[config.mk]
export PLATFORM = sky130hd
export DESIGN_NAME = ursts_core
export DESIGN_NICKNAME = d
export VERILOG_FILES = /design/src/pkg/ursts_pkg.sv /design/src/hw/ursts_core.sv /design/src/hw/ursts_fifo_mem.sv
export SDC_FILE = /design/constraint.sdc
export NUM_CORES = 1
export LEC_CHECK = 0
export BUFFER_PORTS_ARGS = -buffer_cell sky130_fd_sc_hd__buf_2
export CAP_MARGIN = 20
export CORE_MARGIN = 8
export CORE_UTILIZATION = 35
export DETAILED_ROUTE_END_ITERATION = 10
export GPL_ROUTABILITY_DRIVEN = 0
export SYNTH_ARGS = -nofsm -noshare
export SYNTH_HDL_FRONTEND = slang
export SYNTH_SLANG_ARGS = --single-unit
export TNS_END_PERCENT = 10
[constraint.sdc]
create_clock -name mclk_i -period 4.3 [get_ports mclk_i]
set_input_delay 0.86 -clock mclk_i [delete_from_list [all_inputs] [get_ports mclk_i]]
set_output_delay 0.86 -clock mclk_i [all_outputs]
set_load 0.05 [all_outputs]
[src/pkg/ursts_pkg.sv]
// Constants, types and register map of the receive status block
package ursts_pkg;

    // Register bus geometry
    localparam int unsigned ADDR_W    = 4;
    localparam int unsigned DATA_W    = 16;

    // Register offsets
    localparam logic [3:0]  ADDR_STATUS   = 4'h0;
    localparam logic [3:0]  ADDR_MODE     = 4'h1;
    localparam logic [3:0]  ADDR_BAUD     = 4'h2;
    localparam logic [3:0]  ADDR_RXDATA   = 4'h3;
    localparam logic [3:0]  ADDR_INT_STAT = 4'h4;
    localparam logic [3:0]  ADDR_INT_MASK = 4'h5;

    // Status and control field positions
    localparam int unsigned BIT_ADDRESS_DETECT_ENABLE = 5;
    localparam int unsigned BIT_IDLE  = 4;
    localparam int unsigned BIT_PARITY_ERROR_FLAG  = 3;
    localparam int unsigned BIT_FRAMING_ERROR_FLAG  = 2;
    localparam int unsigned BIT_OVR   = 1;
    localparam int unsigned BIT_AVAIL = 0;

    // Mode register fields
    localparam int unsigned MODE_W     = 3;
    localparam int unsigned MODE_NINE  = 0;
    localparam int unsigned MODE_PAR   = 1;
    localparam int unsigned PAR_W      = 2;
    localparam logic [1:0]  PAR_NONE   = 2'h0;
    localparam logic [1:0]  PAR_EVEN   = 2'h1;
    localparam logic [1:0]  PAR_ODD    = 2'h2;

    // Interrupt sources
    localparam int unsigned INT_W   = 3;
    localparam int unsigned INT_RX  = 0;
    localparam int unsigned INT_OVR = 1;
    localparam int unsigned INT_ERR = 2;

    // Receive queue
    localparam int unsigned FIFO_DEPTH = 4;
    localparam int unsigned PTR_W      = 2;
    localparam int unsigned CNT_W      = 3;
    localparam logic [2:0]  CNT_FULL   = 3'h4;

    // Character framing
    localparam int unsigned CHAR_W   = 9;
    localparam logic [3:0]  LAST_8   = 4'h7;
    localparam logic [3:0]  LAST_9   = 4'h8;

    // Cycles per bit minus one; default near 115200 baud at 50 MHz
    localparam logic [15:0] BAUD_RESET = 16'h01b1;

    typedef struct packed {
        logic              parity_error_flag;
        logic              framing_error_flag;
        logic [CHAR_W-1:0] data;
    } ursts_entry_s;

    typedef enum logic [4:0] {
        ST_IDLE   = 5'h01,
        ST_START  = 5'h02,
        ST_DATA   = 5'h04,
        ST_PARITY = 5'h08,
        ST_STOP   = 5'h10
    } ursts_rx_state_e;

endpackage : ursts_pkg

[src/hw/ursts_core.sv]
// Serial receiver with status flags, receive queue and interrupt logic
//
// Function
// - Address-only capture in nine-bit mode when enabled
// - Idle flag reads one when receiver idle
// - Parity flag describes head-of-queue character
// - Framing flag describes head-of-queue character
// - Overrun set by hardware, never by software
// - Clearing overrun empties queue and shift register
// - Data-available flag high while queue nonempty
`timescale 1ns/1ps
module ursts_core
    import ursts_pkg::*;
(
    input  wire logic              mclk_i,
    input  wire logic              resetn_i,
    input  wire logic              ce_i,
    input  wire logic              rx_i,
    input  wire logic [ADDR_W-1:0] addr_i,
    input  wire logic [DATA_W-1:0] wdata_i,
    input  wire logic              wr_i,
    input  wire logic              rd_i,
    output logic      [DATA_W-1:0] rdata_o,
    output logic                   irq_o
);

    function automatic logic hit(input logic [ADDR_W-1:0] a, input logic [ADDR_W-1:0] t);
        hit = (a == t);
    endfunction : hit

    ////////////////////////////////////////////////////////////////////////////
    // State

    logic              rx_meta_q;
    logic              rx_sync_q;
    ursts_rx_state_e   state_q;
    ursts_rx_state_e   state_d;
    logic [15:0]       cnt_q;
    logic [15:0]       cnt_d;
    logic [3:0]        bit_q;
    logic [3:0]        bit_d;
    logic [CHAR_W-1:0] shift_q;
    logic [CHAR_W-1:0] shift_d;
    logic              par_q;
    logic              par_d;
    logic              done_w;
    logic              address_detect_enable_q;
    logic [MODE_W-1:0] mode_q;
    logic [15:0]       baud_q;
    logic              overrun_q;
    logic [CNT_W-1:0]  count_q;
    logic [CNT_W-1:0]  count_d;
    logic [PTR_W-1:0]  wptr_q;
    logic [PTR_W-1:0]  wptr_d;
    logic [PTR_W-1:0]  rptr_q;
    logic [PTR_W-1:0]  rptr_d;
    logic [INT_W-1:0]  int_stat_q;
    logic [INT_W-1:0]  int_stat_d;
    logic [INT_W-1:0]  int_mask_q;
    logic [INT_W-1:0]  int_ev_w;
    logic [DATA_W-1:0] status_w;
    logic [DATA_W-1:0] rd_mux_w;
    ursts_entry_s      head_w;
    ursts_entry_s      entry_w;

    ////////////////////////////////////////////////////////////////////////////
    // Decode

    wire              nine_w     = mode_q[MODE_NINE];
    wire [PAR_W-1:0]  par_mode_w = mode_q[MODE_PAR +: PAR_W];
    wire              par_en_w   = (par_mode_w != PAR_NONE) && !nine_w;
    wire              tick_w     = (cnt_q == 16'h0000);
    // Kept out of the state process so the overrun logic forms no loop through it
    assign done_w = (state_q == ST_STOP) && tick_w;
    wire [3:0]        last_w     = nine_w ? LAST_9 : LAST_8;
    wire              wr_stat_w  = wr_i && hit(addr_i, ADDR_STATUS);
    wire              wr_mode_w  = wr_i && hit(addr_i, ADDR_MODE);
    wire              wr_baud_w  = wr_i && hit(addr_i, ADDR_BAUD);
    wire              wr_ist_w   = wr_i && hit(addr_i, ADDR_INT_STAT);
    wire              wr_imask_w = wr_i && hit(addr_i, ADDR_INT_MASK);
    wire              avail_w    = (count_q != '0);
    wire              full_w     = (count_q == CNT_FULL);
    wire              idle_w     = (state_q == ST_IDLE);
    wire              pop_w      = rd_i && hit(addr_i, ADDR_RXDATA) && avail_w;

    // Eight-bit characters arrive in the top bits of the shifter
    wire [CHAR_W-1:0] char_w   = nine_w ? shift_q : {1'b0, shift_q[CHAR_W-1:1]};
    wire              ones_w   = (^char_w) ^ par_q;
    wire              parity_error_flag_w   = par_en_w && ((par_mode_w == PAR_ODD) ? !ones_w : ones_w);
    wire              framing_error_flag_w   = !rx_sync_q;
    // Plain data characters are dropped while hunting for an address
    wire              skip_w   = nine_w && address_detect_enable_q && !char_w[CHAR_W-1];
    // No capture while overrun stands; software must clear it first
    wire              accept_w = done_w && !skip_w && !overrun_q;
    wire              push_w   = accept_w && !full_w;
    wire              ovr_set_w = accept_w && full_w;
    // Only a 1 to 0 change flushes; writing a one is ignored
    wire              flush_w  = wr_stat_w && !wdata_i[BIT_OVR] && overrun_q
                                 && !ovr_set_w;

    ////////////////////////////////////////////////////////////////////////////
    // Receive state machine

    always_comb begin
        state_d = state_q;
        cnt_d   = tick_w ? 16'h0000 : cnt_q - 16'h0001;
        bit_d   = bit_q;
        shift_d = shift_q;
        par_d   = par_q;
        case (state_q)
            ST_IDLE: begin
                cnt_d = cnt_q;
                if (!rx_sync_q) begin
                    state_d = ST_START;
                    cnt_d   = baud_q >> 1;
                end
            end
            ST_START: begin
                if (tick_w) begin
                    cnt_d   = baud_q;
                    bit_d   = '0;
                    state_d = rx_sync_q ? ST_IDLE : ST_DATA;
                end
            end
            ST_DATA: begin
                if (tick_w) begin
                    cnt_d   = baud_q;
                    shift_d = {rx_sync_q, shift_q[CHAR_W-1:1]};
                    bit_d   = bit_q + 4'h1;
                    if (bit_q == last_w) begin
                        state_d = par_en_w ? ST_PARITY : ST_STOP;
                    end
                end
            end
            ST_PARITY: begin
                if (tick_w) begin
                    cnt_d   = baud_q;
                    par_d   = rx_sync_q;
                    state_d = ST_STOP;
                end
            end
            ST_STOP: begin
                if (tick_w) begin
                    state_d = ST_IDLE;
                end
            end
            default: begin
                state_d = ST_IDLE;
            end
        endcase
        if (flush_w) begin
            state_d = ST_IDLE;
            shift_d = '0;
        end
    end

    ////////////////////////////////////////////////////////////////////////////
    // Queue control

    assign entry_w    = '{parity_error_flag: parity_error_flag_w, framing_error_flag: framing_error_flag_w, data: char_w};
    assign count_d    = flush_w ? '0 : count_q + CNT_W'(push_w) - CNT_W'(pop_w);
    assign wptr_d     = flush_w ? '0 : wptr_q + PTR_W'(push_w);
    assign rptr_d     = flush_w ? '0 : rptr_q + PTR_W'(pop_w);

    ursts_fifo_mem u_mem (
        .mclk_i  (mclk_i),
        .ce_i    (ce_i),
        .we_i    (push_w),
        .waddr_i (wptr_q),
        .wdata_i (entry_w),
        .raddr_i (rptr_d),
        .rdata_o (head_w)
    );

    ////////////////////////////////////////////////////////////////////////////
    // Register read side

    always_comb begin
        status_w            = '0;
        status_w[BIT_ADDRESS_DETECT_ENABLE] = address_detect_enable_q;
        status_w[BIT_IDLE]  = idle_w;
        status_w[BIT_PARITY_ERROR_FLAG]  = avail_w && head_w.parity_error_flag;
        status_w[BIT_FRAMING_ERROR_FLAG]  = avail_w && head_w.framing_error_flag;
        status_w[BIT_OVR]   = overrun_q;
        status_w[BIT_AVAIL] = avail_w;
    end

    assign rd_mux_w =
        hit(addr_i, ADDR_STATUS)   ? status_w :
        hit(addr_i, ADDR_MODE)     ? DATA_W'(mode_q) :
        hit(addr_i, ADDR_BAUD)     ? baud_q :
        hit(addr_i, ADDR_RXDATA)   ? (avail_w ? DATA_W'(head_w.data) : '0) :
        hit(addr_i, ADDR_INT_STAT) ? DATA_W'(int_stat_q) :
        hit(addr_i, ADDR_INT_MASK) ? DATA_W'(int_mask_q) : '0;

    // New events win over a write-one clear in the same cycle
    assign int_ev_w[INT_RX]  = push_w;
    assign int_ev_w[INT_OVR] = ovr_set_w;
    assign int_ev_w[INT_ERR] = push_w && (parity_error_flag_w || framing_error_flag_w);
    assign int_stat_d = int_ev_w | (int_stat_q & ~(wr_ist_w ? wdata_i[INT_W-1:0] : '0));

    ////////////////////////////////////////////////////////////////////////////
    // Flip-flops

    always_ff @(posedge mclk_i or negedge resetn_i) begin
        if (!resetn_i) begin
            rx_meta_q <= 1'b1;
            rx_sync_q <= 1'b1;
            state_q   <= ST_IDLE;
            cnt_q     <= '0;
            bit_q     <= '0;
            shift_q   <= '0;
            par_q     <= 1'b0;
        end else if (ce_i) begin
            rx_meta_q <= rx_i;
            rx_sync_q <= rx_meta_q;
            state_q   <= state_d;
            cnt_q     <= cnt_d;
            bit_q     <= bit_d;
            shift_q   <= shift_d;
            par_q     <= par_d;
        end
    end

    always_ff @(posedge mclk_i or negedge resetn_i) begin
        if (!resetn_i) begin
            overrun_q <= 1'b0;
            count_q   <= '0;
            wptr_q    <= '0;
            rptr_q    <= '0;
        end else if (ce_i) begin
            overrun_q <= ovr_set_w || (overrun_q && !flush_w);
            count_q   <= count_d;
            wptr_q    <= wptr_d;
            rptr_q    <= rptr_d;
        end
    end

    always_ff @(posedge mclk_i or negedge resetn_i) begin
        if (!resetn_i) begin
            address_detect_enable_q    <= 1'b0;
            mode_q     <= '0;
            baud_q     <= BAUD_RESET;
            int_stat_q <= '0;
            int_mask_q <= '0;
            rdata_o    <= '0;
            irq_o      <= 1'b0;
        end else if (ce_i) begin
            if (wr_stat_w) address_detect_enable_q <= wdata_i[BIT_ADDRESS_DETECT_ENABLE];
            if (wr_mode_w) mode_q <= wdata_i[MODE_W-1:0];
            if (wr_baud_w) baud_q <= wdata_i;
            if (wr_imask_w) int_mask_q <= wdata_i[INT_W-1:0];
            int_stat_q <= int_stat_d;
            rdata_o    <= rd_i ? rd_mux_w : '0;
            irq_o      <= |(int_stat_q & int_mask_q);
        end
    end

    ////////////////////////////////////////////////////////////////////////////
    // Checks

    a_addr_skip: assert property (@(posedge mclk_i) disable iff (!resetn_i)
        (ce_i && done_w && nine_w && address_detect_enable_q && !char_w[CHAR_W-1] && !flush_w)
        |=> (count_q == $past(count_q) - CNT_W'($past(pop_w))))
        else $error("data character stored during address hunt");

    a_idle_read: assert property (@(posedge mclk_i) disable iff (!resetn_i)
        (ce_i && rd_i && hit(addr_i, ADDR_STATUS))
        |=> (rdata_o[BIT_IDLE] == $past(state_q == ST_IDLE)))
        else $error("idle flag disagrees with receiver state");

    a_parity_error_flag_head: assert property (@(posedge mclk_i) disable iff (!resetn_i)
        (ce_i && push_w && (count_q == '0))
        |=> (head_w.parity_error_flag == $past(parity_error_flag_w)))
        else $error("parity flag not carried to head entry");

    a_framing_error_flag_head: assert property (@(posedge mclk_i) disable iff (!resetn_i)
        (ce_i && push_w && (count_q == '0))
        |=> (head_w.framing_error_flag == $past(framing_error_flag_w)))
        else $error("framing flag not carried to head entry");

    a_ovr_no_set: assert property (@(posedge mclk_i) disable iff (!resetn_i)
        (ce_i && !overrun_q && !ovr_set_w && wr_stat_w && wdata_i[BIT_OVR])
        |=> !overrun_q)
        else $error("software set the overrun flag");

    a_ovr_flush: assert property (@(posedge mclk_i) disable iff (!resetn_i)
        (ce_i && overrun_q && wr_stat_w && !wdata_i[BIT_OVR])
        |=> (count_q == '0) && (state_q == ST_IDLE) && !overrun_q)
        else $error("overrun clear did not flush receiver");

    a_avail_read: assert property (@(posedge mclk_i) disable iff (!resetn_i)
        (ce_i && rd_i && hit(addr_i, ADDR_STATUS))
        |=> (rdata_o[BIT_AVAIL] == ($past(count_q) != '0)))
        else $error("data available flag wrong");

    a_head_step: assert property (@(posedge mclk_i) disable iff (!resetn_i)
        (ce_i && pop_w && !push_w && !flush_w)
        |=> (rptr_q == $past(rptr_q) + PTR_W'(1)) && (count_q == $past(count_q) - CNT_W'(1)))
        else $error("head did not advance on read");

    a_irq_level: assert property (@(posedge mclk_i) disable iff (!resetn_i)
        ce_i |=> (irq_o == $past(|(int_stat_q & int_mask_q))))
        else $error("interrupt output wrong");

endmodule : ursts_core

[src/hw/ursts_fifo_mem.sv]
// Receive queue storage with registered, write-through read port
`timescale 1ns/1ps
module ursts_fifo_mem
    import ursts_pkg::*;
(
    input  wire logic             mclk_i,
    input  wire logic             ce_i,
    input  wire logic             we_i,
    input  wire logic [PTR_W-1:0] waddr_i,
    input  wire ursts_entry_s     wdata_i,
    input  wire logic [PTR_W-1:0] raddr_i,
    output ursts_entry_s          rdata_o
);

    ursts_entry_s mem_q [FIFO_DEPTH];
    ursts_entry_s rdata_q;
    wire          bypass_w = we_i && (waddr_i == raddr_i);

    // Bypass keeps the head entry valid in the same cycle as the count
    always_ff @(posedge mclk_i) begin
        if (ce_i) begin
            if (we_i) begin
                mem_q[waddr_i] <= wdata_i;
            end
            rdata_q <= bypass_w ? wdata_i : mem_q[raddr_i];
        end
    end

    assign rdata_o = rdata_q;

endmodule : ursts_fifo_mem

Word-level counts from Yosys, hierarchy flattened
Memories as Yosys holds them, arrays and structs flattened. A register that Yosys moved wholly into a read port is not among the register bits.
Cells that the tools add are included.
{ "classes": {"reduce_logical": 54, "n_mux": 38, "n_bitwise": 5, "eq_ne": 22, "addsub": 6} }
{ "op_table": {"columns": ["operator", "n"], "rows": [
  ["$mux 16", 7],
  ["$mux 9", 6],
  ["$mux 5", 8],
  ["$pmux 16 s2", 1],
  ["$pmux 5 s5", 1],
  ["$logic_and 1x1->1", 23],
  ["$logic_not 16->1", 1],
  ["$sub 16x1->16 const B", 1],
  ["$mux 3", 5],
  ["$ne 3x3->1 const B", 5],
  ["$mux 4", 3],
  ["$logic_not 1->1", 10],
  ["$reduce_and 2->1", 5],
  ["$reduce_xor 9->1", 1],
  ["$eq 4x2->1 const B", 2],
  ["$eq 4x3->1 const B", 2],
  ["$pmux 4 s2", 1],
  ["$reduce_bool 2->1", 4],
  ["$reduce_and 7->1", 1],
  ["$and 3x3->3", 2],
  ["$ne 2x2->1 const B", 3],
  ["$reduce_and 3->1", 2],
  ["$reduce_or 3->1", 2],
  ["$eq 5x1->1 const B", 1],
  ["other kinds (22)", 28]
]} }
{ "word_totals": {"wordCells": 144, "n_memories": 1, "register_bits": 88, "inputBits": 26, "mem_bits_rw": 44, "output_inout_bits": 17} }
{ "memory_table": {"columns": ["name", "depth", "width", "rd", "rd_ports_with_merged_regs", "write_ports", "line_no", "text"], "rows": [
  ["u_mem.mem_q", 4, 11, 1, 1, 1, "ursts_fifo_mem.sv:15", "ursts_entry_s mem_q [FIFO_DEPTH];"]
]} }

Depth between registers and ports, before layout
Gate-level depths: netlist of run 1.
{ "logic_depth": {"ltp_word": 12, "ltp_mapped": 15, "depth_no_buf": 15} }

Hierarchy
Synthesis of run 1 repeated with hierarchy kept, for this count alone.
{ "unflattened": {"cells_unflattened": 617, "area_unflattened_um2": 7048.0} }
{ "modules_own_cells": {"columns": ["mod", "area_per_inst_um2", "n_inst", "seq_area_each_um2", "cells_each"], "rows": [
  ["ursts_core", 4946.0, 1, 2212.1, 527],
  ["ursts_fifo_mem", 2102.0, 1, 1651.6, 90]
]} }

Worst setup path before layout of run 1
No wires, ideal clock.
{ "synth_timing": {"path_kind": "in2reg", "start": "input port addr_i[0]", "end": "register u_mem.rdata_o[3] (netlist name)", "stages": 13, "t_arrival_ps": 3340, "required_time_ps": 4033, "setup_ps": 267, "slack_ps": 693, "n_path_buf": 3, "cell_sequence": "clkbuf_1 -> nor2b_1 -> and3_1 -> clkbuf_1 -> and2_1 -> ha_1 -> xor2_1 -> clkbuf_1 -> mux2_2 -> o22ai_1 -> a21oi_1 -> nand2_1 -> o21ai_0"} }
{ "synth_between": {"elab_chain_cells": 6, "elab_cells_between_ends": 10, "cone_classes": "1 x add/sub; 1 x eq/ne; 1 x mux; 7 x reduce/logical"} }
{ "synth_lines": {"columns": ["item", "line_no", "text"], "rows": [
  ["start: declaration", "ursts_core.sv:19", "input wire logic [ADDR_W-1:0] addr_i,"],
  ["parallel branches: the longest is 5 deep, another holds $add 2x1->2", null, null],
  ["$mux 2 (*)", "ursts_core.sv:163", "assign rptr_d = flush_w ? '0 : rptr_q + PTR_W'(pop_w);"]
]} }
Mark *: on every way between the ends.
A chain may end at the register's enable or synchronous reset.

Worst setup path in the final report of run 1
{ "layout_timing": {"start": "register cnt_q[7]", "end": "register count_q[2]"} }
{ "layout_between": {"elab_chain_cells": 8, "elab_cells_between_ends": 11, "cone_classes": "2 x add/sub; 1 x mux; 8 x reduce/logical"} }
{ "layout_lines": {"columns": ["item", "line_no", "text"], "rows": [
  ["start: declaration", "ursts_core.sv:38", "logic [15:0] cnt_q;"],
  ["start signal: assignment", "ursts_core.sv:218", "cnt_q <= cnt_d;"],
  ["$logic_not 16->1 (*)", "ursts_core.sv:72", "wire tick_w = (cnt_q == 16'h0000);"],
  ["$logic_and 1x1->1 (*)", "ursts_core.sv:74", "assign done_w = (state_q == ST_STOP) && tick_w;"],
  ["$logic_and 1x1->1 (*) (2 in series)", "ursts_core.sv:94", "wire accept_w = done_w && !skip_w && !overrun_q;"],
  ["$logic_and 1x1->1 (on tied branches)", "ursts_core.sv:95, ursts_core.sv:96", null],
  ["$add 3x1->3 / $logic_not 1->1 (equally long branches)", "ursts_core.sv:161, ursts_core.sv:99", null],
  ["$sub 3x1->3 / $logic_and 1x1->1 (equally long branches)", "ursts_core.sv:161, ursts_core.sv:99", null],
  ["$mux 3 (*)", "ursts_core.sv:161", "assign count_d = flush_w ? '0 : count_q + CNT_W'(push_w) - CNT_W'(pop_w);"],
  ["end signal: assignment", "ursts_core.sv:233", "count_q <= count_d;"],
  ["end: declaration", "ursts_core.sv:51", "logic [CNT_W-1:0] count_q;"]
]} }
Every way passes the cells marked *; elsewhere a longest branch is shown, timed or not.

==> results of run 1 <==
## area by class of cell
type / instances / area, sq um
flip-flops and latches: 143 / 3860
inverters: 32 / 120
well taps: 265 / 332
clock inverters: 14 / 134
fillers: 1848 / 11300
multi-input cells: 412 / 2770
repair buffers: 60 / 348
clock buffers: 18 / 429
## critical path, cell delays in order (launching register included)
cell and delay (ns):
dfrtp_1 0.45, or4_1 0.60, or3_1 0.48, nor3_1 0.43
nand2_1 0.15, ha_1 0.30, inv_1 0.06, ha_1 0.13
inv_1 0.05, fa_1 0.37, xor2_1 0.18, o21ai_0 0.10
nand2_1 0.09, o21ai_0 0.07
## routing by layer
| layer | up-vias | wire length, um | GRT usage (%) |
|---|---|---|---|
| met5 | - | 41 | 0 |
| met4 | 6 | 467 | 6.84 |
| met3 | 39 | 1360 | 4.88 |
| met2 | 169 | 8450 | 24.3 |
| met1 | 2598 | 7920 | 19.2 |
| li1 | 2421 | - | - |
## cells in the mapped netlist, types with 10 or more instances
library cell,n
dfrtp_1,80
o21ai_0,56
edfxtp_1,55
nand2_1,47
nor2_1,41
mux2_2,36
inv_1,31
a21oi_1,30
clkbuf_1,26
o22ai_1,24
a22o_1,22
nor3_1,19
nand3_1,10
## flip-flops by register name, indices dropped and copies added (netlist names), 2 cells and up
signal	cells
u_mem.mem_q	44
baud_q	16
cnt_q	16
rdata_o	16
u_mem.rdata_o	11
shift_q	9
state_q	5
bit_q	4
count_q	3
int_mask_q	3
int_stat_q	3
mode_q	3
rptr_q	2
wptr_q	2
## metrics by stage
stage / instances / instance area, sq um / hold slack (ns) / utilization [%] / setup WS, ns
6_report: 944 / 8000 / 0.488 / 41.4 / 0.711
5_1_grt: 944 / 8000 / 0.501 / 41.4 / 0.407
4_1_cts: 944 / 8000 / 0.493 / 41.4 / 0.662
3_5_place_dp: 912 / 7430 / 0.474 / 38.5 / 0.660
3_3_place_gp: 912 / 7430 / 0.469 / 38.5 / 0.773
2_1_floorplan: 616 / 6840 / 0.459 / - / 0.693
## logic make-up (layout without fill, tap and decap cells)
family          Yosys count  in the layout  share of synthesized area (%)
compound gates          186            186                           18.2
simple gates            160            160                           11.4
flops                   143            143                           56.5
buf+inv                  61            124                           3.38
mux                      45             45                           7.24
xor+xnor                 14             14                           1.99
fa+ha+maj                 7              7                           1.39
## report_power, final
group	switching, mW	leakage (nW)	internal (mW)	total [mW]
sequential	0.207	1.70	1.61	1.81
clock	0.617	0.266	0.805	1.42
combinational	0.615	1.38	0.438	1.05
## worst max path at each step
| stage | from | to | cells after the start |
|---|---|---|---|
| floorplan | addr_i[0] | u_mem.rdata_o[3]$_DFFE_PP_ | 13 |
| global placement | cnt_q[7]$_DFFE_PN0P_ | count_q[2]$_DFFE_PN0P_ | 13 |
| detailed placement | addr_i[0] | u_mem.rdata_o[4]$_DFFE_PP_ | 12 |
| CTS | cnt_q[7]$_DFFE_PN0P_ | count_q[2]$_DFFE_PN0P_ | 13 |
| global route | cnt_q[0]$_DFFE_PN0P_ | count_q[2]$_DFFE_PN0P_ | 16 |
| finish | cnt_q[7]$_DFFE_PN0P_ | count_q[2]$_DFFE_PN0P_ | 13 |
==> results.md, run 1 <==
- Hold crit path type: flip-flop to flip-flop
- Tcrit/Tclk final: 83.5%
- Hold Buf Count CTS: 0
- RSZ-0062 raised after global routing: no
- Critical Path Start Type: flip-flop
- Port bufs: 42
- First-pass GRT wire length: 28.6 mm
- # Post-CTS Setup Buffers: 0
- Hold Path End: rx_sync_q$_DFFE_PN1P_
- DR iter-0 viols: 458
- Die area: 24300 sq um
- Layout Nets: 699
- Area growth syn-to-layout: 16.9%
- Fin. Hold Viols: 0
- Max Slew Vio Count: 0
- Core box area: 19300 sq um
- Reg2reg end: count_q[2]$_DFFE_PN0P_
- Slew @ Worst Pin: 1.08 ns
- Via/cell ratio: 5.54
- Synth Flop Type: dfrtp_1
- Sequential share of the synthesized area: 56.5%
- Maxcap violations: 0
- Via Count: 5233
- Yosys warnings: 0
- Critical setup path kind: flip-flop to flip-flop
- FF-to-FF Start: cnt_q[7]$_DFFE_PN0P_
- Mapped Area: 6840 sq um
- CP Capture Type: flip-flop
- Max_slew headroom: 27.6%
- Share of the synthesized area in the top cell type: 29.3%
- Initial core utilization: 35.4%
- Syn Area/Cell: 11.1 sq um
- Number of global-route vias before repair: 5156
- IR drop worst, VDD: 198 uV
- Net Count, Synth: 649
- CTS buffer count: 17
- Pre-antenna DRT Iters: 6
- Status: completed
- Inserted Diodes: 0
- Die width: 156 um
- EDFF count, synth: 55
- Synth unique cells: 60
- Worst R2R Path Depth: 13
- Critical path data arrival time: 3.89 ns
- Clock-pin slew on the worst setup and hold paths: 0.06 ns
- CP required: 4.60 ns
- Total power: 4.29 mW
- H-tree Lvls: 4
- Synth top area cells: dfrtp_1 29%, edfxtp_1 24%, mux2_2 5.9%, o21ai_0 4.1%, dfstp_2 3.1%
- Sum of negative setup slack: 0 ns
- Share of layout cells above drive strength 1: 21.6%
- Resized cells post-CTS: 0
- IO Pins: 43
- Post-route DRC: 0
- Most common cell after layout, fill and taps aside: dfrtp_1
- Hold path start: rx_meta_q$_DFFE_PN1P_
- Ys async rst share: 61.5%
- Area leader, netlist: dfrtp_1
- Max Fanout on Critical Path: 8
- Die height: 156 um
- FMAX: 0.279 GHz
- Cell count after synthesis: 616
- Initial antenna violation count: 3
- Worst Hold Depth: 2
- Sink Count: 143
- DRT Wirelength: 18.2 mm
- Routed WL per cell: 19.3 um
- Cell leakage power: 3.35 nW
- Clock buffer depth: 2
- Fin crit period: 3.59 ns
- GRT Total Usage: 15.4%
- GR Overflow Total: 0
- DRT antenna net count: 0
- Ratio of total power to cell area: 536 nW/um^2
- Clock Latency Late Sink: 0.43 ns
- R2R Setup Slk: 0.71 ns
- Largest net degree at the start of global routing: 64
- Synthesis-stage register bit count: 143
- Final setup fails: 0
- Post-DP HPWL: 12.9 mm
- Worst clock skew: 0.00771 ns
- Clock Tree Root: clkbuf_16
- Leading cell types in the layout, fill and taps excluded: 80 x dfrtp_1, 55 x edfxtp_1, 54 x o21ai_0
- CTS tree: yes
- Std cell rows: 51
No activity file was read; power rests on OpenSTA's default activity.
==> run 2: changes to the inputs <==
==> constraint.sdc (replaced) <==
create_clock -name mclk_i -period 3.6 [get_ports mclk_i]
set_input_delay 0.72 -clock mclk_i [delete_from_list [all_inputs] [get_ports mclk_i]]
set_output_delay 0.72 -clock mclk_i [all_outputs]
set_load 0.05 [all_outputs]
==> run 2 against run 1 <==
Net effect:
- routed wire length up 1.8%
- first-iteration DRC count up 16%
- flip-flop and latch count unchanged
- utilization up 0.67 points
- final cell count up 1.3%
- sequential share of layout area down 0.77 points
- non-clock buffer count up 11
- global-route usage up 0.19 points
- count of clock-buffer cells in the layout down 1
- sequential power up 19%
- critical path type unchanged
- critical endpoint unchanged
- highest routed layer unchanged
==> results.md, run 2 (synthesis gave the netlist of run 1 again) <==
- Status: completed
- DRT Wirelength: 18.6 mm (+1.8%)
- Clock Tree Root: clkbuf_16
- # Post-CTS Setup Buffers: 0 (unchanged)
- Die width: 156 um (unchanged)
- GRT Total Usage: 15.6% (+0.19 points)
- CTS tree: yes
- Placement Setup Slack: 0.310 ns (-0.350 ns)
- CP Capture Type: flip-flop
- FMAX: 0.309 GHz (+11%)
- Port bufs: 42 (unchanged)
- Placed Area: 7520 sq um (+1.1%)
- Pre-antenna DRT Iters: 5 (-1)
- Reg2reg end: count_q[2]$_DFFE_PN0P_
- Post-route DRC: 0 (unchanged)
- Tcrit/Tclk final: 89.9% (+6.5 points)
- Via Count: 5336 (+2.0%)
- Slew @ Worst Pin: 0.896 ns (-0.183 ns)
- Largest Register: u_mem.mem_q
- Final setup fails: 0 (unchanged)
- Max_slew headroom: 40.3% (+13 points)
- Largest net degree at the start of global routing: 61 (-4.7%)
- Maxcap violations: 0 (unchanged)
- CTS buffer count: 17 (unchanged)
- Share of layout cells above drive strength 1: 23.0% (+1.4 points)
- Worst R2R Path Depth: 14 (+1)
- Setup ws final: 0.363 ns (-0.348 ns)
- Final instance area: 8130 sq um (+1.6%)
- Resized cells post-CTS: 0 (unchanged)
- Cell-internal power: 3.47 mW (+22%)
- Critical setup path kind: flip-flop to flip-flop
- Max Slew Vio Count: 0 (unchanged)
- GR Overflow Total: 0 (unchanged)
- Routed WL per cell: 19.4 um (+0.53%)
- DR iter-0 viols: 533 (+16%)
- Sw Ratio: 34.0% (+0.44 points)
- Worst clock skew: 0.00825 ns (+0.000540 ns)
- IR drop worst, VDD: 232 uV (+17%)
- Clock share of power: 34.3% (+1.1 points)
- Most common cell after layout, fill and taps aside: dfrtp_1
- Core Util, Final: 42.0% (+0.67 points)
- Sum of negative setup slack: 0 ns (unchanged)
- Hold crit path type: primary input to async pin
- RSZ-0062 raised after global routing: no
- Post-DP HPWL: 13.3 mm (+2.8%)
- First-pass GRT wire length: 29.2 mm (+1.9%)
- Die area: 24300 sq um (unchanged)
- Area growth syn-to-layout: 18.8%
- Std cell rows: 51 (unchanged)
- Hold Buf Count CTS: 0 (unchanged)
- Sw Pwr: 1.79 mW (+24%)
- Critical path data arrival time: 3.55 ns (-0.34 ns)
- Clock Latency Late Sink: 0.43 ns (about the same)
- Sink Count: 143 (unchanged)
- Clock-pin slew on the worst setup and hold paths: 0.07 ns (about the same)
- Initial core utilization: 35.4% (unchanged)
- Critical Path Start Type: flip-flop
- Initial antenna violation count: 4 (+1)
- FF-to-FF Start: cnt_q[7]$_DFFE_PN0P_
- Core box area: 19300 sq um (unchanged)
- Fill cells: 1817 (-1.7%)
- Clock buffer depth: 2 (unchanged)
- Layout Nets: 710 (+1.6%)
- Fin crit period: 3.24 ns (-0.352 ns)
- Ratio of total power to cell area: 647 nW/um^2 (+21%)
- Cell leakage power: 3.44 nW (+2.7%)
- Flop pwr share: 40.9% (-1.4 points)
- Via/cell ratio: 5.58 (+0.69%)
- Fin. Hold Viols: 0 (unchanged)
- Max Fanout on Critical Path: 7 (-1)
- CP required: 3.91 ns (-0.69 ns)
- Leading cell types in the layout, fill and taps excluded: 80 x dfrtp_1, 55 x o21ai_0, 55 x edfxtp_1
- Number of global-route vias before repair: 5174 (+0.35%)
- R2R Setup Slk: 0.36 ns (-0.35 ns)
- Die height: 156 um (unchanged)
- DRT antenna net count: 0 (unchanged)
- Combinational share of power: 24.8% (+0.2 points)
- IO Pins: 43 (unchanged)
- Largest register FFs: 44 (unchanged)
- H-tree Lvls: 4 (unchanged)
==> run 2: cell types whose count changed in the layout (fill, tap and decap cells not counted), moves of 2 or more <==
| cell | change |
|---|---|
| clkinv_2 | -2 |
| clkinv_8 | +2 |
| inv_8 | +5 |
| clkinvlp_4 | -4 |
| clkinv_4 | -2 |
| inv_6 | +2 |
| buf_4 | +11 |
==> run 2: critical path, cell delays in order (launching register included) <==
cell,delay (ns)
dfrtp_1,0.44
or4_1,0.57
or3_1,0.36
nor3_1,0.15
buf_4,0.16
nand2_1,0.07
ha_1,0.30
inv_1,0.06
ha_1,0.13
inv_1,0.04
fa_1,0.36
xor2_1,0.19
o21ai_0,0.10
nand2_1,0.09
o21ai_0,0.08
==> run 2: final cells by class <==
type	count	area (sq um)	area share [%]
diodes	1	2.50	0.0308
clock buffers	17	425	5.23
clock inverters	15	183	2.25
inverters	32	120	1.48
multi-input cells	412	2770	34.1
flip-flops and latches	143	3860	47.5
well taps	265	332	4.08
repair buffers	71	430	5.30
==> run 2: per-layer routing <==
metal / part of all wire, % / vias to the layer above / track usage [%]
met2: 47 / 207 / 24.7
li1: - / 2449 / -
met3: 8.4 / 40 / 5.18
met5: 0.19 / - / 0
met1: 42 / 2634 / 19.6
met4: 2.0 / 6 / 5.78
==> run 2: metrics by stage <==
| stage | total power [mW] | instances | hold slack, ns |
|---|---|---|---|
| 6_report | 5.26 | 956 | 0.365 |
| 5_1_grt | 5.53 | 956 | 0.421 |
| 4_1_cts | 5.29 | 955 | 0.387 |
| 3_5_place_dp | 3.47 | 923 | 0.484 |
| 3_3_place_gp | 3.42 | 923 | 0.470 |
| 2_1_floorplan | 3.02 | 616 | 0.424 |
==> run 2: worst max path at each step <==
stage | startpoint | to | slack [ns] | depth (start not counted)
6_report | cnt_q[7]$_DFFE_PN0P_ | count_q[2]$_DFFE_PN0P_ | 0.36 | 14
5_1_grt | cnt_q[7]$_DFFE_PN0P_ | count_q[2]$_DFFE_PN0P_ | 0.16 | 14
4_1_cts | cnt_q[7]$_DFFE_PN0P_ | count_q[2]$_DFFE_PN0P_ | 0.35 | 14
3_5_place_dp | addr_i[2] | u_mem.rdata_o[10]$_DFFE_PP_ | 0.31 | 11
3_3_place_gp | addr_i[2] | u_mem.rdata_o[10]$_DFFE_PP_ | 0.37 | 11
2_1_floorplan | addr_i[0] | u_mem.rdata_o[3]$_DFFE_PP_ | 0.13 | 13
==> run 2: power by group through the flow <==
stage | Sequential (mW) | Combinational, mW | Clock, mW
global route | 2.18 | 1.44 | 1.91
detailed placement | 2.18 | 1.30 | 0
finish | 2.15 | 1.30 | 1.81
floorplan | 2.11 | 0.914 | 0
global placement | 2.17 | 1.26 | 0
CTS | 2.15 | 1.30 | 1.84
==> run 3: changes to the inputs <==
--- a/config.mk
+++ b/config.mk
@@ -11,7 +11,9 @@
 export CORE_UTILIZATION = 35
 export DETAILED_ROUTE_END_ITERATION = 10
 export GPL_ROUTABILITY_DRIVEN = 0
+export SETUP_SLACK_MARGIN = 0.4
 export SYNTH_ARGS = -nofsm -noshare
 export SYNTH_HDL_FRONTEND = slang
+export SYNTH_HIERARCHICAL = 1
 export SYNTH_SLANG_ARGS = --single-unit
 export TNS_END_PERCENT = 10
==> constraint.sdc (replaced) <==
create_clock -name mclk_i -period 2.7 [get_ports mclk_i]
set_input_delay 0.54 -clock mclk_i [delete_from_list [all_inputs] [get_ports mclk_i]]
set_output_delay 0.54 -clock mclk_i [all_outputs]
set_load 0.05 [all_outputs]
==> run 3 against run 2 <==
Net effect:
- global-route usage rose by 0.14 points
- via count down 0.41%
- non-clock buffer count increased by 44
- combinational power grew 71%
- synthesized cell count increased by 0.16%
- register-to-register slack worse by 0.34 ns
- total power grew 45%
- utilization increased by 2.7 points
- sequential power up 34%
- final cell count grew 4.4%
- design area is 9.9% higher
- first-iteration DRC count decreased by 36%
- critical endpoint is now count_q[1]$_DFFE_PN0P_
- largest power group unchanged
==> results.md, run 3 <==
- Status: completed
- Clock Latency Late Sink: 0.42 ns (about the same)
- Synth Flop Type: dfrtp_1
- Fin crit period: 2.67 ns (-0.563 ns)
- Worst R2R Path Depth: 11 (-3)
- GR Overflow Total: 0 (unchanged)
- Die width: 158 um (+1.3%)
- Area growth syn-to-layout: 26.7%
- CP required: 3.00 ns (-0.91 ns)
- Placement Setup Slack: -0.102 ns (-0.412 ns)
- Sink Count: 143 (unchanged)
- WHS: 0.129 ns (-0.236 ns)
- Via/cell ratio: 5.32 (-4.6%)
- RSZ-0062 raised after global routing: yes
- CP Capture Type: flip-flop
- Cell count after synthesis: 617 (+0.16%)
- Layout Nets: 747 (+5.2%)
- Core Util, Final: 44.7% (+2.7 points)
- Worst clock skew: 0.0113 ns (+0.00307 ns)
- H-tree Lvls: 4 (unchanged)
- CTS tree: yes
- WP buf/inv: 2 (-1)
- GRT met2 Usage: 26.7% (+2.0 points)
- Placed Area: 8050 sq um (+7.1%)
- Busiest grt layer: met2
- IR drop worst, VDD: 430 uV (+85%)
- R2R Setup Slk: 0.03 ns (-0.34 ns)
- Clock Tree Root: clkbuf_16
- Inserted Diodes: 0 (-1)
- EDFF count, synth: 55 (unchanged)
- Synthesis-stage register bit count: 143 (unchanged)
- Core box area: 20000 sq um (+3.3%)
- Share of layout cells above drive strength 1: 34.5% (+11 points)
- Largest delay share family, worst path: adder cells
- Largest net degree at the start of global routing: 45 (-26%)
- Die area: 24900 sq um (+2.7%)
- Met3 global-route usage: 3.36% (-1.8 points)
- DR iter-0 viols: 342 (-36%)
- Hold crit path type: primary input to async pin
- Synth unique cells: 68 (+13%)
- Max Fanout on Critical Path: 4 (-3)
- Tcrit/Tclk final: 99.1% (+9.1 points)
- Share of the synthesized area in the top cell type: 28.4% (-0.85 points)
- Leading cell types in the layout, fill and taps excluded: 79 x dfrtp_1, 67 x buf_4, 55 x edfxtp_1
- IO Pins: 43 (unchanged)
- FF-to-FF Start: state_q[1]$_DFFE_PN0P_
- Post-DP HPWL: 13.4 mm (+0.46%)
- DRT Wirelength: 19.0 mm (+2.5%)
- Fill cells: 1849 (+1.8%)
- Total power: 7.60 mW (+45%)
- Pre-antenna DRT Iters: 4 (-1)
- Most common cell after layout, fill and taps aside: dfrtp_1
- Reg2reg end: count_q[1]$_DFFE_PN0P_
- M1 GR Usage: 19.9% (+0.33 points)
- GRT Total Usage: 15.8% (+0.14 points)
- Critical Path Start Type: flip-flop
- Post-route DRC: 0 (unchanged)
- Std cell rows: 52 (+2.0%)
- Initial antenna violation count: 0 (-4)
- Final instance area: 8930 sq um (+9.9%)
- Most common cell in the netlist: dfrtp_1
- Die height: 158 um (+1.3%)
- First-pass GRT wire length: 30.4 mm (+4.1%)
- FMAX: 0.374 GHz (+21%)
- Max_slew headroom: 50.4% (+10 points)
- Via Count: 5314 (-0.41%)
- Post-synth top cells: 80 x dfrtp_1, 55 x edfxtp_1, 54 x nand2_1
- Critical path data arrival time: 2.97 ns (-0.58 ns)
- Maxcap violations: 0 (unchanged)
- Slowest-stage cell, CP: fa_2
- Slew @ Worst Pin: 0.734 ns (-0.161 ns)
- Clock-pin slew on the worst setup and hold paths: 0.06 ns (about the same)
- Port bufs: 42 (unchanged)
- Number of global-route vias before repair: 5502 (+6.3%)
- Setup ws final: 0.0256 ns (-0.337 ns)
- Critical setup path kind: flip-flop to flip-flop
- Sequential share of the synthesized area: 54.8% (-1.6 points)
- CTS buffer count: 17 (unchanged)
- Max Slew Vio Count: 0 (unchanged)
- Area leader, netlist: dfrtp_1
- Ratio of total power to cell area: 851 nW/um^2 (+32%)
- Mapped Area: 7050 sq um (+3.0%)
- Clock buffer depth: 2 (unchanged)
- Net Count, Synth: 649 (unchanged)
- Cell leakage power: 3.67 nW (+6.8%)
- Syn Area/Cell: 11.4 sq um (+2.8%)
- Initial core utilization: 35.3% (-0.11 points)
- Crit path cell chain: nor3_1 > buf_4 > nor4b_4 > a21boi_2 > nor2b_4 > xnor2_1 > ha_2 > inv_2 > fa_2 > nor2_1 > mux2_4
- Synth top area cells: dfrtp_1 28%, edfxtp_1 23%, mux2_2 7.0%, o21ai_0 3.3%, mux4_2 3.2%
- Fin. Hold Viols: 0 (unchanged)
- Ys async rst share: 61.5% (unchanged)
- Largest register FFs: 44 (unchanged)
- Largest Register: u_mem/mem_q
- Final setup fails: 0 (unchanged)
- Crit-path max cell delay: 0.51 ns (-0.06 ns)
- Yosys warnings: 6 (+6)
- Routed WL per cell: 19.1 um (-1.8%)
- DRT antenna net count: 0 (unchanged)
-- run 3: cell count changes after synthesis, moves of 5 or more --
cell	change
mux4_2	+10
a22o_1	-11
nor2_1	-6
o21ai_0	-10
a21oi_1	-5
mux2i_1	-6
nand2_1	+7
mux2_2	+8
a222oi_1	-5
xor2_1	+5
o22ai_1	-16
-- run 3: kinds of logic after synthesis --
kind of cell | after synthesis | share of synthesized area (%)
xor+xnor | 18 | 2.43
simple gates | 171 | 12.2
buf+inv | 68 | 4.15
flops | 143 | 54.8
fa+ha+maj | 6 | 1.17
compound gates | 153 | 14.2
mux | 58 | 11.0
-- run 3: layout make-up --
cell class | instances | area [sq um] | share of cell area, %
multi-input combinational | 406 | 3140 | 35.1
clock buffer | 17 | 425 | 4.76
clock inverter | 15 | 200 | 2.24
tap | 270 | 338 | 3.78
inverter | 32 | 123 | 1.37
sequential | 143 | 3860 | 43.3
timing repair buffer | 115 | 841 | 9.42
-- run 3: power breakdown --
group / switching [mW] / leakage (nW) / internal [mW]
logic: 1.16 / 1.70 / 1.07
clock network: 0.995 / 0.307 / 1.49
registers: 0.320 / 1.66 / 2.57
-- run 3: worst max path at each step --
stage          depth (start not counted)                          end                   start  slack, ns
2_1_floorplan                         11   u_mem/rdata_o[0]$_DFFE_PP_               addr_i[1]      -0.03
4_1_cts                               13       count_q[2]$_DFFE_PN0P_  state_q[1]$_DFFE_PN0P_       0.13
3_5_place_dp                          12  u_mem/rdata_o[10]$_DFFE_PP_               addr_i[2]      -0.10
5_1_grt                               11       count_q[1]$_DFFE_PN0P_  state_q[1]$_DFFE_PN0P_      -0.07
3_3_place_gp                          12  u_mem/rdata_o[10]$_DFFE_PP_               addr_i[2]      -0.07
6_report                              11       count_q[1]$_DFFE_PN0P_  state_q[1]$_DFFE_PN0P_       0.03
-- run 3: repair_timing --
item | in CTS | in global routing
hold buffers | 0 | 0
setup endpoints to repair | 35 | 54
hold endpoints to repair | 0 | 0
gates cloned | 1 | 1
pin swaps | 5 | 8
gates resized for setup | 9 | 25
buffers inserted | 4 | 4
-- run 3: layer usage --
layer | vias up | share of wire [%] | wire (um)
met5 | - | 0 | 0
met4 | 0 | 1.7 | 321
met3 | 19 | 4.2 | 794
met2 | 125 | 50 | 9610
met1 | 2690 | 44 | 8310
li1 | 2480 | - | -
-- run 3: through the flow --
step | instances | TNS (ns)
finish | 998 | 0
floorplan | 617 | -0.336
detailed placement | 956 | -0.891
global route | 998 | -0.116
CTS | 993 | 0
global placement | 956 | -0.412
